### config.mk
export PLATFORM = sky130hd
export DESIGN_NAME = move_modified_skip_if_zero
export DESIGN_NICKNAME = d
export VERILOG_FILES = /design/src/rtl/skip_on_zero_pkg.sv /design/src/rtl/opcode_classifier.sv /design/src/rtl/move_modified_skip_if_zero.sv
export VERILOG_INCLUDE_DIRS = /design/src /design/src/rtl
export SDC_FILE = /design/constraint.sdc
export NUM_CORES = 1
export LEC_CHECK = 0
export ABC_CLOCK_PERIOD_IN_PS = 1800
export BUFFER_PORTS_ARGS = -buffer_cell sky130_fd_sc_hd__buf_2
export CORE_AREA = 5 5 52 54
export DETAILED_ROUTE_END_ITERATION = 6
export DIE_AREA = 0 0 57 59
export HOLD_SLACK_MARGIN = 0.03
export PLACE_DENSITY = 0.72
export SETUP_SLACK_MARGIN = 0.4
export SYNTH_ARGS = -nofsm -noshare
export SYNTH_HDL_FRONTEND = slang
export SYNTH_SLANG_ARGS = --single-unit
### constraint.sdc
create_clock -name I_CLK -period 1.8 [get_ports I_CLK]
set_input_delay 0.09 -clock I_CLK [delete_from_list [all_inputs] [get_ports I_CLK]]
set_output_delay 0.09 -clock I_CLK [all_outputs]
set_load 0.03 [all_outputs]
### src/rtl/skip_on_zero_regs.svh
// Constants for the move-and-skip and no-operation decoder.
`ifndef SKIP_ON_ZERO_REGS_SVH
`define SKIP_ON_ZERO_REGS_SVH
`define OPC_WIDTH 12
`define DATA_WIDTH 8
`define ADDR_WIDTH 5
`define OPC_DEC_TOP 7'h16
`define OPC_INC_TOP 7'h1E
`define OPC_NOP 12'h000
`define CYCLES_NOSKIP 1
`define CYCLES_SKIP 2
`endif

### src/rtl/skip_on_zero_pkg.sv
// Types shared by the move-and-skip decoder files.
package skip_on_zero_pkg;
  typedef enum logic [1:0] {
    OP_OTHER,
    OP_DEC,
    OP_INC,
    OP_NOP
  } op_kind_t;
endpackage

### src/rtl/opcode_classifier.sv
// Opcode classifier for the move-and-skip and no-operation instructions.
`timescale 1ns/1ps
`include "skip_on_zero_regs.svh"
module opcode_classifier
  import skip_on_zero_pkg::*;
(
  // Instruction word
  input wire logic [`OPC_WIDTH-1:0] i_opcode,
  // Decoded class
  output op_kind_t o_kind
);
  wire logic is_dec;
  wire logic is_inc;
  wire logic is_nop;
  assign is_dec = (i_opcode[11:5] == `OPC_DEC_TOP);
  assign is_inc = (i_opcode[11:5] == `OPC_INC_TOP);
  assign is_nop = (i_opcode == `OPC_NOP);
  assign o_kind = is_dec ? OP_DEC : is_inc ? OP_INC :
                  is_nop ? OP_NOP : OP_OTHER;
endmodule

### src/rtl/move_modified_skip_if_zero.sv
// Execute logic for the move-and-skip and no-operation instructions.
// Notes on behaviour
// RULE1: Decrement form loads W with operand minus one.
// RULE2: Increment form loads W with operand plus one.
// RULE3: Zero result skips the next instruction.
// RULE4: One cycle normally, two when skipping.
// RULE5: All-zero opcode only spends one cycle.
// RULE6: Software separates same-port read-modify-writes with no-op.
// RULE7: Status flags are never touched.
`timescale 1ns/1ps
`include "skip_on_zero_regs.svh"
module move_modified_skip_if_zero
  import skip_on_zero_pkg::*;
#(
  parameter int DW = `DATA_WIDTH
) (
  // Clock and reset
  input wire logic I_CLK,
  input wire logic I_SRST,
  // Instruction issue
  input wire logic I_VALID,
  input wire logic [`OPC_WIDTH-1:0] I_OPCODE,
  // File register read port
  input wire logic [DW-1:0] I_FILE_REGISTER_OPERAND,
  output logic [`ADDR_WIDTH-1:0] O_OPERAND_ADDR,
  // Accumulator write
  output logic O_W_WE,
  output logic [DW-1:0] O_W_DATA,
  // Sequencing
  output logic O_SKIP,
  output logic O_BUSY,
  output logic O_DONE,
  // Side effects, always idle
  output logic O_OPERAND_WE,
  output logic O_FLAGS_WE
);
  // ----------------------------------------------------------------
  // Decode
  // ----------------------------------------------------------------
  op_kind_t kind;
  wire logic take;
  wire logic is_move;
  wire logic [DW-1:0] result;
  wire logic zero;
  wire logic we_d;
  wire logic skip_d;
  wire logic busy_d;
  wire logic done_d;
  wire logic [DW-1:0] w_d;
  wire logic [1:0] cost_d;
  logic we_q;
  logic skip_q;
  logic busy_q;
  logic done_q;
  logic [DW-1:0] w_q;
  logic [1:0] cost_q;

  opcode_classifier u_cls (
    .i_opcode(I_OPCODE),
    .o_kind(kind)
  );

  // The read port is combinational, so the address follows the opcode.
  assign take = I_VALID && !busy_q;
  assign is_move = (kind == OP_DEC) || (kind == OP_INC);
  assign result = (kind == OP_DEC) ?
                  I_FILE_REGISTER_OPERAND - DW'(1) : // RULE1
                  I_FILE_REGISTER_OPERAND + DW'(1); // RULE2
  assign zero = (result == '0);

  // ----------------------------------------------------------------
  // Next state
  // ----------------------------------------------------------------
  assign we_d = take && is_move;
  assign skip_d = we_d && zero; // RULE3
  // A skip holds busy for one extra cycle so the squashed slot is paid.
  // Whatever fetch offers during that cycle is refused here, since take needs !busy_q.
  assign busy_d = skip_d; // RULE4
  assign done_d = take && (kind != OP_OTHER); // RULE5
  // W keeps its last result; nothing but a move replaces it.
  assign w_d = we_d ? result : w_q;
  // Cycles charged to the latest move; only the checks read this.
  assign cost_d = we_d ? 2'(`CYCLES_NOSKIP) :
                  busy_q ? cost_q + 2'(1) : cost_q;

  // ----------------------------------------------------------------
  // Registers
  // ----------------------------------------------------------------
  always_ff @(posedge I_CLK) begin
    if (I_SRST) begin
      we_q <= 1'b0;
      skip_q <= 1'b0;
    end else begin
      we_q <= we_d;
      skip_q <= skip_d;
    end
  end

  always_ff @(posedge I_CLK) begin
    if (I_SRST) begin
      busy_q <= 1'b0;
      done_q <= 1'b0;
    end else begin
      busy_q <= busy_d;
      done_q <= done_d;
    end
  end

  always_ff @(posedge I_CLK) begin
    if (I_SRST) begin
      w_q <= '0;
      cost_q <= '0;
    end else begin
      w_q <= w_d;
      cost_q <= cost_d;
    end
  end

  // ----------------------------------------------------------------
  // Outputs
  // ----------------------------------------------------------------
  assign O_OPERAND_ADDR = I_OPCODE[`ADDR_WIDTH-1:0];
  assign O_W_WE = we_q;
  assign O_W_DATA = w_q;
  assign O_SKIP = skip_q;
  assign O_BUSY = busy_q;
  assign O_DONE = done_q;
  // Nothing here writes the file register or the status bits.
  assign O_OPERAND_WE = 1'b0; // RULE1
  assign O_FLAGS_WE = 1'b0; // RULE7

  // ----------------------------------------------------------------
  // Checks on results
  // ----------------------------------------------------------------
  a_dec_value: assert property (@(posedge I_CLK) disable iff (I_SRST) // RULE1
    take && kind == OP_DEC |=> O_W_WE &&
      O_W_DATA == $past(I_FILE_REGISTER_OPERAND) - DW'(1))
    else $error("decrement result wrong");

  a_inc_value: assert property (@(posedge I_CLK) disable iff (I_SRST) // RULE2
    take && kind == OP_INC |=> O_W_WE &&
      O_W_DATA == $past(I_FILE_REGISTER_OPERAND) + DW'(1))
    else $error("increment result wrong");

  a_dec_skip: assert property (@(posedge I_CLK) disable iff (I_SRST) // RULE3
    take && kind == OP_DEC && I_FILE_REGISTER_OPERAND == DW'(1) |=> O_SKIP)
    else $error("decrement to zero did not skip");

  a_inc_skip: assert property (@(posedge I_CLK) disable iff (I_SRST) // RULE3
    take && kind == OP_INC && I_FILE_REGISTER_OPERAND == '1 |=> O_SKIP)
    else $error("increment to zero did not skip");

  a_skip_zero: assert property (@(posedge I_CLK) disable iff (I_SRST) // RULE3
    O_W_WE |-> (O_SKIP == (O_W_DATA == '0)))
    else $error("skip does not match zero result");

  a_skip_move: assert property (@(posedge I_CLK) disable iff (I_SRST) // RULE3
    O_SKIP |-> O_W_WE && O_DONE)
    else $error("skip without a completed move");

  // ----------------------------------------------------------------
  // Checks on sequencing
  // ----------------------------------------------------------------
  // A refused request leaves no trace, so fetch may simply offer it again.
  a_skip_cycle: assert property (@(posedge I_CLK) disable iff (I_SRST) // RULE4
    O_SKIP |-> O_BUSY ##1 !O_BUSY)
    else $error("skip must cost exactly one extra cycle");

  a_noskip_free: assert property (@(posedge I_CLK) // RULE4
    disable iff (I_SRST)
    O_W_WE && !O_SKIP |-> !O_BUSY)
    else $error("nonzero result must not stall");

  a_skip_cost: assert property (@(posedge I_CLK) disable iff (I_SRST) // RULE4
    O_W_WE && O_SKIP |=> cost_q == 2'(`CYCLES_SKIP))
    else $error("skipping move did not take two cycles");

  a_plain_cost: assert property (@(posedge I_CLK) disable iff (I_SRST) // RULE4
    O_W_WE && !O_SKIP |-> cost_q == 2'(`CYCLES_NOSKIP))
    else $error("plain move did not take one cycle");

  a_busy_drop: assert property (@(posedge I_CLK) disable iff (I_SRST) // RULE4
    O_BUSY |=> !O_W_WE && !O_DONE)
    else $error("request accepted during the skip cycle");

  a_busy_cause: assert property (@(posedge I_CLK) disable iff (I_SRST) // RULE4
    O_BUSY |-> O_SKIP)
    else $error("stall without a skip");

  a_move_done: assert property (@(posedge I_CLK) disable iff (I_SRST) // RULE4
    O_W_WE |-> O_DONE)
    else $error("move finished without done");

  // ----------------------------------------------------------------
  // Checks on idle behaviour
  // ----------------------------------------------------------------
  // Unknown opcodes belong to other decoders and must pass unnoticed.
  a_nop_quiet: assert property (@(posedge I_CLK) disable iff (I_SRST) // RULE5
    take && kind == OP_NOP |=> O_DONE && !O_W_WE && !O_SKIP && !O_BUSY)
    else $error("no-op changed state");

  a_nop_keeps_w: assert property (@(posedge I_CLK) // RULE5
    disable iff (I_SRST)
    take && kind == OP_NOP |=> $stable(O_W_DATA))
    else $error("no-op changed the accumulator");

  a_flags_idle: assert property (@(posedge I_CLK) disable iff (I_SRST) // RULE7
    !O_FLAGS_WE && !O_OPERAND_WE)
    else $error("flags or file register written");

  a_other_ignored: assert property (@(posedge I_CLK) // RULE3
    disable iff (I_SRST)
    take && kind == OP_OTHER |=> !O_W_WE && !O_DONE)
    else $error("foreign opcode acted on");

  a_other_noskip: assert property (@(posedge I_CLK) // RULE3
    disable iff (I_SRST)
    take && kind == OP_OTHER |=> !O_SKIP && !O_BUSY)
    else $error("foreign opcode caused a skip");
endmodule

Yosys cells after proc, flatten, opt, wreduce, memory -nomap -nowiden

Index checks and enable logic that the tools add are counted.

Register bits: 11
Latch bits: 0
RAM bits: 0
Memories kept: 0
Word-level logic and storage cells: 23
Bits in read-only memories: 0

Bitwise gates (word level): 0
Magnitude comparators: 0
$add $sub $neg: 2
Shifts and indexed selects: 0
Div/mod/pow operators: 0
$mul: 0
Equality and inequality tests: 4
Reduce and logical (&&, ||, !) cells: 9
Mux-type cells: 4

Operators with widths:

| kind                                                                   | number |
|---|---|
| 7-bit by 5-bit equality test with 1-bit output (second input constant) | 2 |
| 12-bit zero test                                                       | 1 |
| 8-bit by 1-bit adder with 8-bit output (second input constant)         | 1 |
| 8-bit zero test                                                        | 1 |
| 8-bit 2-to-1 mux                                                       | 1 |
| 8-bit by 1-bit subtractor with 8-bit output (second input constant)    | 1 |
| 2-bit 2-to-1 mux                                                       | 3 |
| 1-bit logical AND                                                      | 4 |
| 2-bit by 1-bit equality test with 1-bit output (second input constant) | 1 |
| 2-bit equality test (second input constant)                            | 1 |
| 2-bit nonzero test                                                     | 1 |
| 1-bit zero test                                                        | 1 |
| 1-bit logical OR                                                       | 1 |

Logic depth before layout (Yosys ltp)

Depth in word-level cells: 8
Depth in mapped cells: 9
Mapped depth without buffers: 9

By module

Synthesis repeated with hierarchy kept, for this count alone.

Cell total of the unflattened synthesis: 133
Area total of the unflattened synthesis: 1057.3 um^2

Modules (own cells, without submodules):

| module                     | instances | cells an instance | area an instance (um^2) | seq. area each (um^2) |
|---|---|---|---|---|
| move_modified_skip_if_zero | 1         | 125               | 993.5                   | 220.2 |
| opcode_classifier          | 1         | 8                 | 63.8                    | 0.0 |

Worst setup path before layout

OpenSTA, ideal clock, no wires.

Kind: input -> register
From: input port I_OPCODE[5]
To: register busy_q (netlist: O_BUSY)
Path slack: -0.060 ns
Setup time: 0.116 ns
Data required time: 1.684 ns
Cell stages on the path: 9
Data arrival time: 1.745 ns
Cell sequence: nor4_2 -> and2b_4 -> inv_1 -> fa_1 -> nor2b_1 -> o31a_1 -> mux2i_1 -> nor2_1 -> and3_1

Word-level cells in the longest chain between the ends: 8
Elaborated cells on any way between the ends: 13
Those cells by class: 4 x eq/ne; 4 x mux; 5 x reduce/logical

RTL lines:

| what                                                                                  | line                                                               | text |
|---|---|---|
| start: declaration                                                                    | move_modified_skip_if_zero.sv:22                                   | `` input wire logic [`OPC_WIDTH-1:0] I_OPCODE, `` |
| 12-bit zero test (no line)                                                            | -                                                                  |  |
| 2-bit 2-to-1 mux                                                                      | opcode_classifier.sv:19                                            | `is_nop ? OP_NOP : OP_OTHER;` |
| 2-bit 2-to-1 mux                                                                      | opcode_classifier.sv:18                                            | `assign o_kind = is_dec ? OP_DEC : is_inc ? OP_INC :` |
| 2-bit 2-to-1 mux (*)                                                                  | opcode_classifier.sv:18                                            |  |
| 2-bit by 1-bit equality test with 1-bit output or 2-bit equality test (tied branches) | move_modified_skip_if_zero.sv:65, move_modified_skip_if_zero.sv:66 |  |
| 8-bit 2-to-1 mux or 1-bit logical OR (tied branches)                                  | move_modified_skip_if_zero.sv:66, move_modified_skip_if_zero.sv:65 |  |
| 8-bit zero test or 1-bit logical AND (tied branches)                                  | move_modified_skip_if_zero.sv:69, move_modified_skip_if_zero.sv:74 |  |
| 1-bit logical AND (*)                                                                 | move_modified_skip_if_zero.sv:75                                   | `assign skip_d = we_d && zero;` |
| end signal: assignment                                                                | move_modified_skip_if_zero.sv:104                                  | `busy_q <= busy_d;` |
| end: declaration                                                                      | move_modified_skip_if_zero.sv:53                                   | `logic busy_q;` |

Mark *: on every way between the ends. The rest lies on a longest branch, timed or not.
A chain may end at the register's enable or synchronous reset.

Worst setup path in the final report

From: input port I_OPCODE[11]
To: register busy_q (netlist: O_BUSY)

The elaborated chain is that of the path after synthesis.

==> results.json <==
{
  "core_area_sq_um": 2170,
  "hold_ws_ns": 0.0779,
  "grt_overflow": 0,
  "clock_skew_ns": 0.00644,
  "grt_pass1_wl_mm": 3.59,
  "peakVddDrop_mv": 0.584,
  "cts_buffer_depth": 2,
  "grt_max_degree": 11,
  "synth_top_area_share_pct": 26.6,
  "totalWireLength_mm": 2.47,
  "antenna_left": 0,
  "synth_xor_area_share_pct": 5.29,
  "startpoint": "I_OPCODE[11]",
  "fin_area_sq_um": 1350,
  "die_x_um": 57,
  "grt.total_usage_pct": 13.4,
  "clock_sinks": 11,
  "ys_ff_latch": 11,
  "synth_fa_ha_area_share_pct": 14.5,
  "clk_latency_ns": 0.27,
  "synth_common_cells": "dfxtp_1, nor2_1",
  "dieHeight_um": 59,
  "dp_hpwl_mm": 1.75,
  "root_buffer": "clkbuf_4",
  "yosys.area.top_type": "dfxtp_1",
  "report.final.slew_viol_count": 0,
  "routabilityCongestion": 0.771,
  "first_pass_iters": 4,
  "finish.net_count": 186,
  "ys_types": 35,
  "fin_total_pwr_uw": 583,
  "ys_warn_count": 0,
  "place_area_sq_um": 1140,
  "cts_buffers": 3,
  "power_frac_seq_pct": 42.0,
  "period_share_pct": 99.5,
  "worst-path-buf-inv": 2,
  "rsz0062_at_grt": "yes",
  "cp-end-kind": "flip-flop",
  "synth_compound_area_share_pct": 16.6,
  "crit_chain": "buf_8 > nor4_4 > and2b_4 > inv_2 > fa_2 > nor2b_4 > o31a_1 > mux2i_1 > nor2_1 > and3_1",
  "yosys.cell_count.top_type": "dfxtp_1",
  "htree_num_levels": 1,
  "cts_hold_buffers": 0,
  "holdCritPathClass": "in -> reg",
  "fin_crit_ns": 1.79,
  "maxCapViolCount": 0,
  "swShare_pct": 29.9,
  "synthSimpleGateAreaFrac_pct": 24.5,
  "power_frac_comb_pct": 28.9,
  "wire_per_inst_um": 13.7,
  "p_leak_uw": 0.000639,
  "ys_seq_area_share_pct": 26.6,
  "cp_top_family": "simple AND/OR/NAND/NOR gates",
  "synth_top_family_by_area": "simple AND/OR/NAND/NOR gates",
  "hold_violations": 0,
  "holdCritStartpoint": "I_FILE_REGISTER_OPERAND[0]",
  "async_reset_ff_share_pct": 0,
  "portBuffers": 39,
  "syn_avg_cell_area_sq_um": 8.28,
  "area_growth_pct": 62.4,
  "internal_power_uw": 409,
  "outcome": "completed",
  "synth_area_leaders": "dfxtp_1, ha_1, buf_4",
  "max_stage_delay_ns": 0.37,
  "synthCells": 100,
  "ys.flop_type": "dfxtp_1",
  "vias": 907,
  "cts_tree": "built",
  "power_switching_uw": 174,
  "crit_type": "in -> reg",
  "vias_per_cell": 5.01,
  "synth_mux_area_share_pct": 1.21,
  "num_rows": 17,
  "num_io_pins": 42,
  "critPathLaunchType": "input pin",
  "powerDensity_nw_per_um2": 433,
  "n_antenna_cell": 0,
  "antenna_found_initial": 0,
  "initial_core_util_pct": 38.2,
  "clkPwrFrac_pct": 29.0,
  "path_clk_slew_ns": 0.07,
  "grt_pass1_vias": 853,
  "worstPathRequired_ns": 1.96,
  "drive_above_1_share_pct": 55.6,
  "die_area_sq_um": 3360,
  "drc_errors": 0,
  "r2r_start": "O_BUSY",
  "setup_viol": 0,
  "crit_arrival_ns": 1.95,
  "slowest_stage": "fa_2",
  "crit_fanout": 7,
  "drt_iter0_drc": 14,
  "max_freq_ghz": 0.559,
  "syn_area_sq_um": 828,
  "synth_edf_count": 0
}
## final timing paths
path / end / slack [ns] / cells after the start
worst max-delay path: O_BUSY / 0.01 / 10
worst max register to register: O_BUSY / 0.63 / 5
worst min-delay path: O_W_DATA[0] / 0.08 / 2
worst min register to register: O_W_DATA[6] / 0.46 / 2
## logic make-up after synthesis
kind of cell | count (synthesis)
buffers and inverters | 16
muxes | 1
xor gates and xnor gates | 5
DFF | 11
AOI/OAI and AO/OA | 22
and+or+nand+nor | 35
adders and majority gates | 9
other | 1
## cell type report
class / instances / area, sq um
tap: 28 / 35.0
fill: 200 / 825
clock buffer: 4 / 26.3
multi-input combinational: 74 / 653
sequential: 11 / 220
timing repair buffer: 58 / 388
inverter: 6 / 22.5
## through the flow
step           std cells  setup WS (ns)  TNS [ns]  utilization (%)
2_1_floorplan        101        0.00445         0                -
3_3_place_gp         171         -0.187    -0.676             52.4
3_5_place_dp         171         -0.274     -1.09             52.4
4_1_cts              175         0.0561         0             55.4
5_1_grt              181         -0.116    -0.363             62.0
6_report             181        0.00952         0             62.0
## power by group through the flow
stage	combinational, uW	clock, uW	sequential, uW
finish	169	169	245
global route	181	186	245
CTS	149	170	245
detailed placement	140	0	251
global placement	136	0	251
floorplan	80.8	0	254
## state kept, by name, summed over array words and instances (netlist names)
register  cells
O_BUSY        1
O_DONE        1
O_W_DATA      8
O_W_WE        1
## repair_timing
| action | 4_1_cts | 5_1_grt |
|---|---|---|
| resized for setup | 10 | 11 |
| buffers inserted | 0 | 5 |
| gates cloned | 0 | 1 |
| pin swaps | 14 | 13 |
| endpoints found under the setup margin | 9 | 9 |
## routing by layer
| layer | track usage [%] | part of all wire, % | up-vias |
|---|---|---|---|
| met5 | 0 | 0 | - |
| met4 | 3.97 | 0.77 | 0 |
| met3 | 4.36 | 8.1 | 2 |
| met2 | 25.3 | 52 | 36 |
| met1 | 14.2 | 39 | 420 |
| li1 | - | - | 449 |
## layout by cell type (no fill, tap or decap), drive strengths merged, types with 2 or more instances in the layout
cell type / instances
buf: 57
dfxtp: 11
a21oi: 9
nor2: 9
nand2: 8
ha: 8
inv: 6
clkbuf: 5
nor4: 5
nand3: 4
o21ai: 3
xor2: 3
a211oi: 3
conb: 2
and3: 2
a31oi: 2
xnor2: 2
No activity file was read; power rests on OpenSTA's default activity.
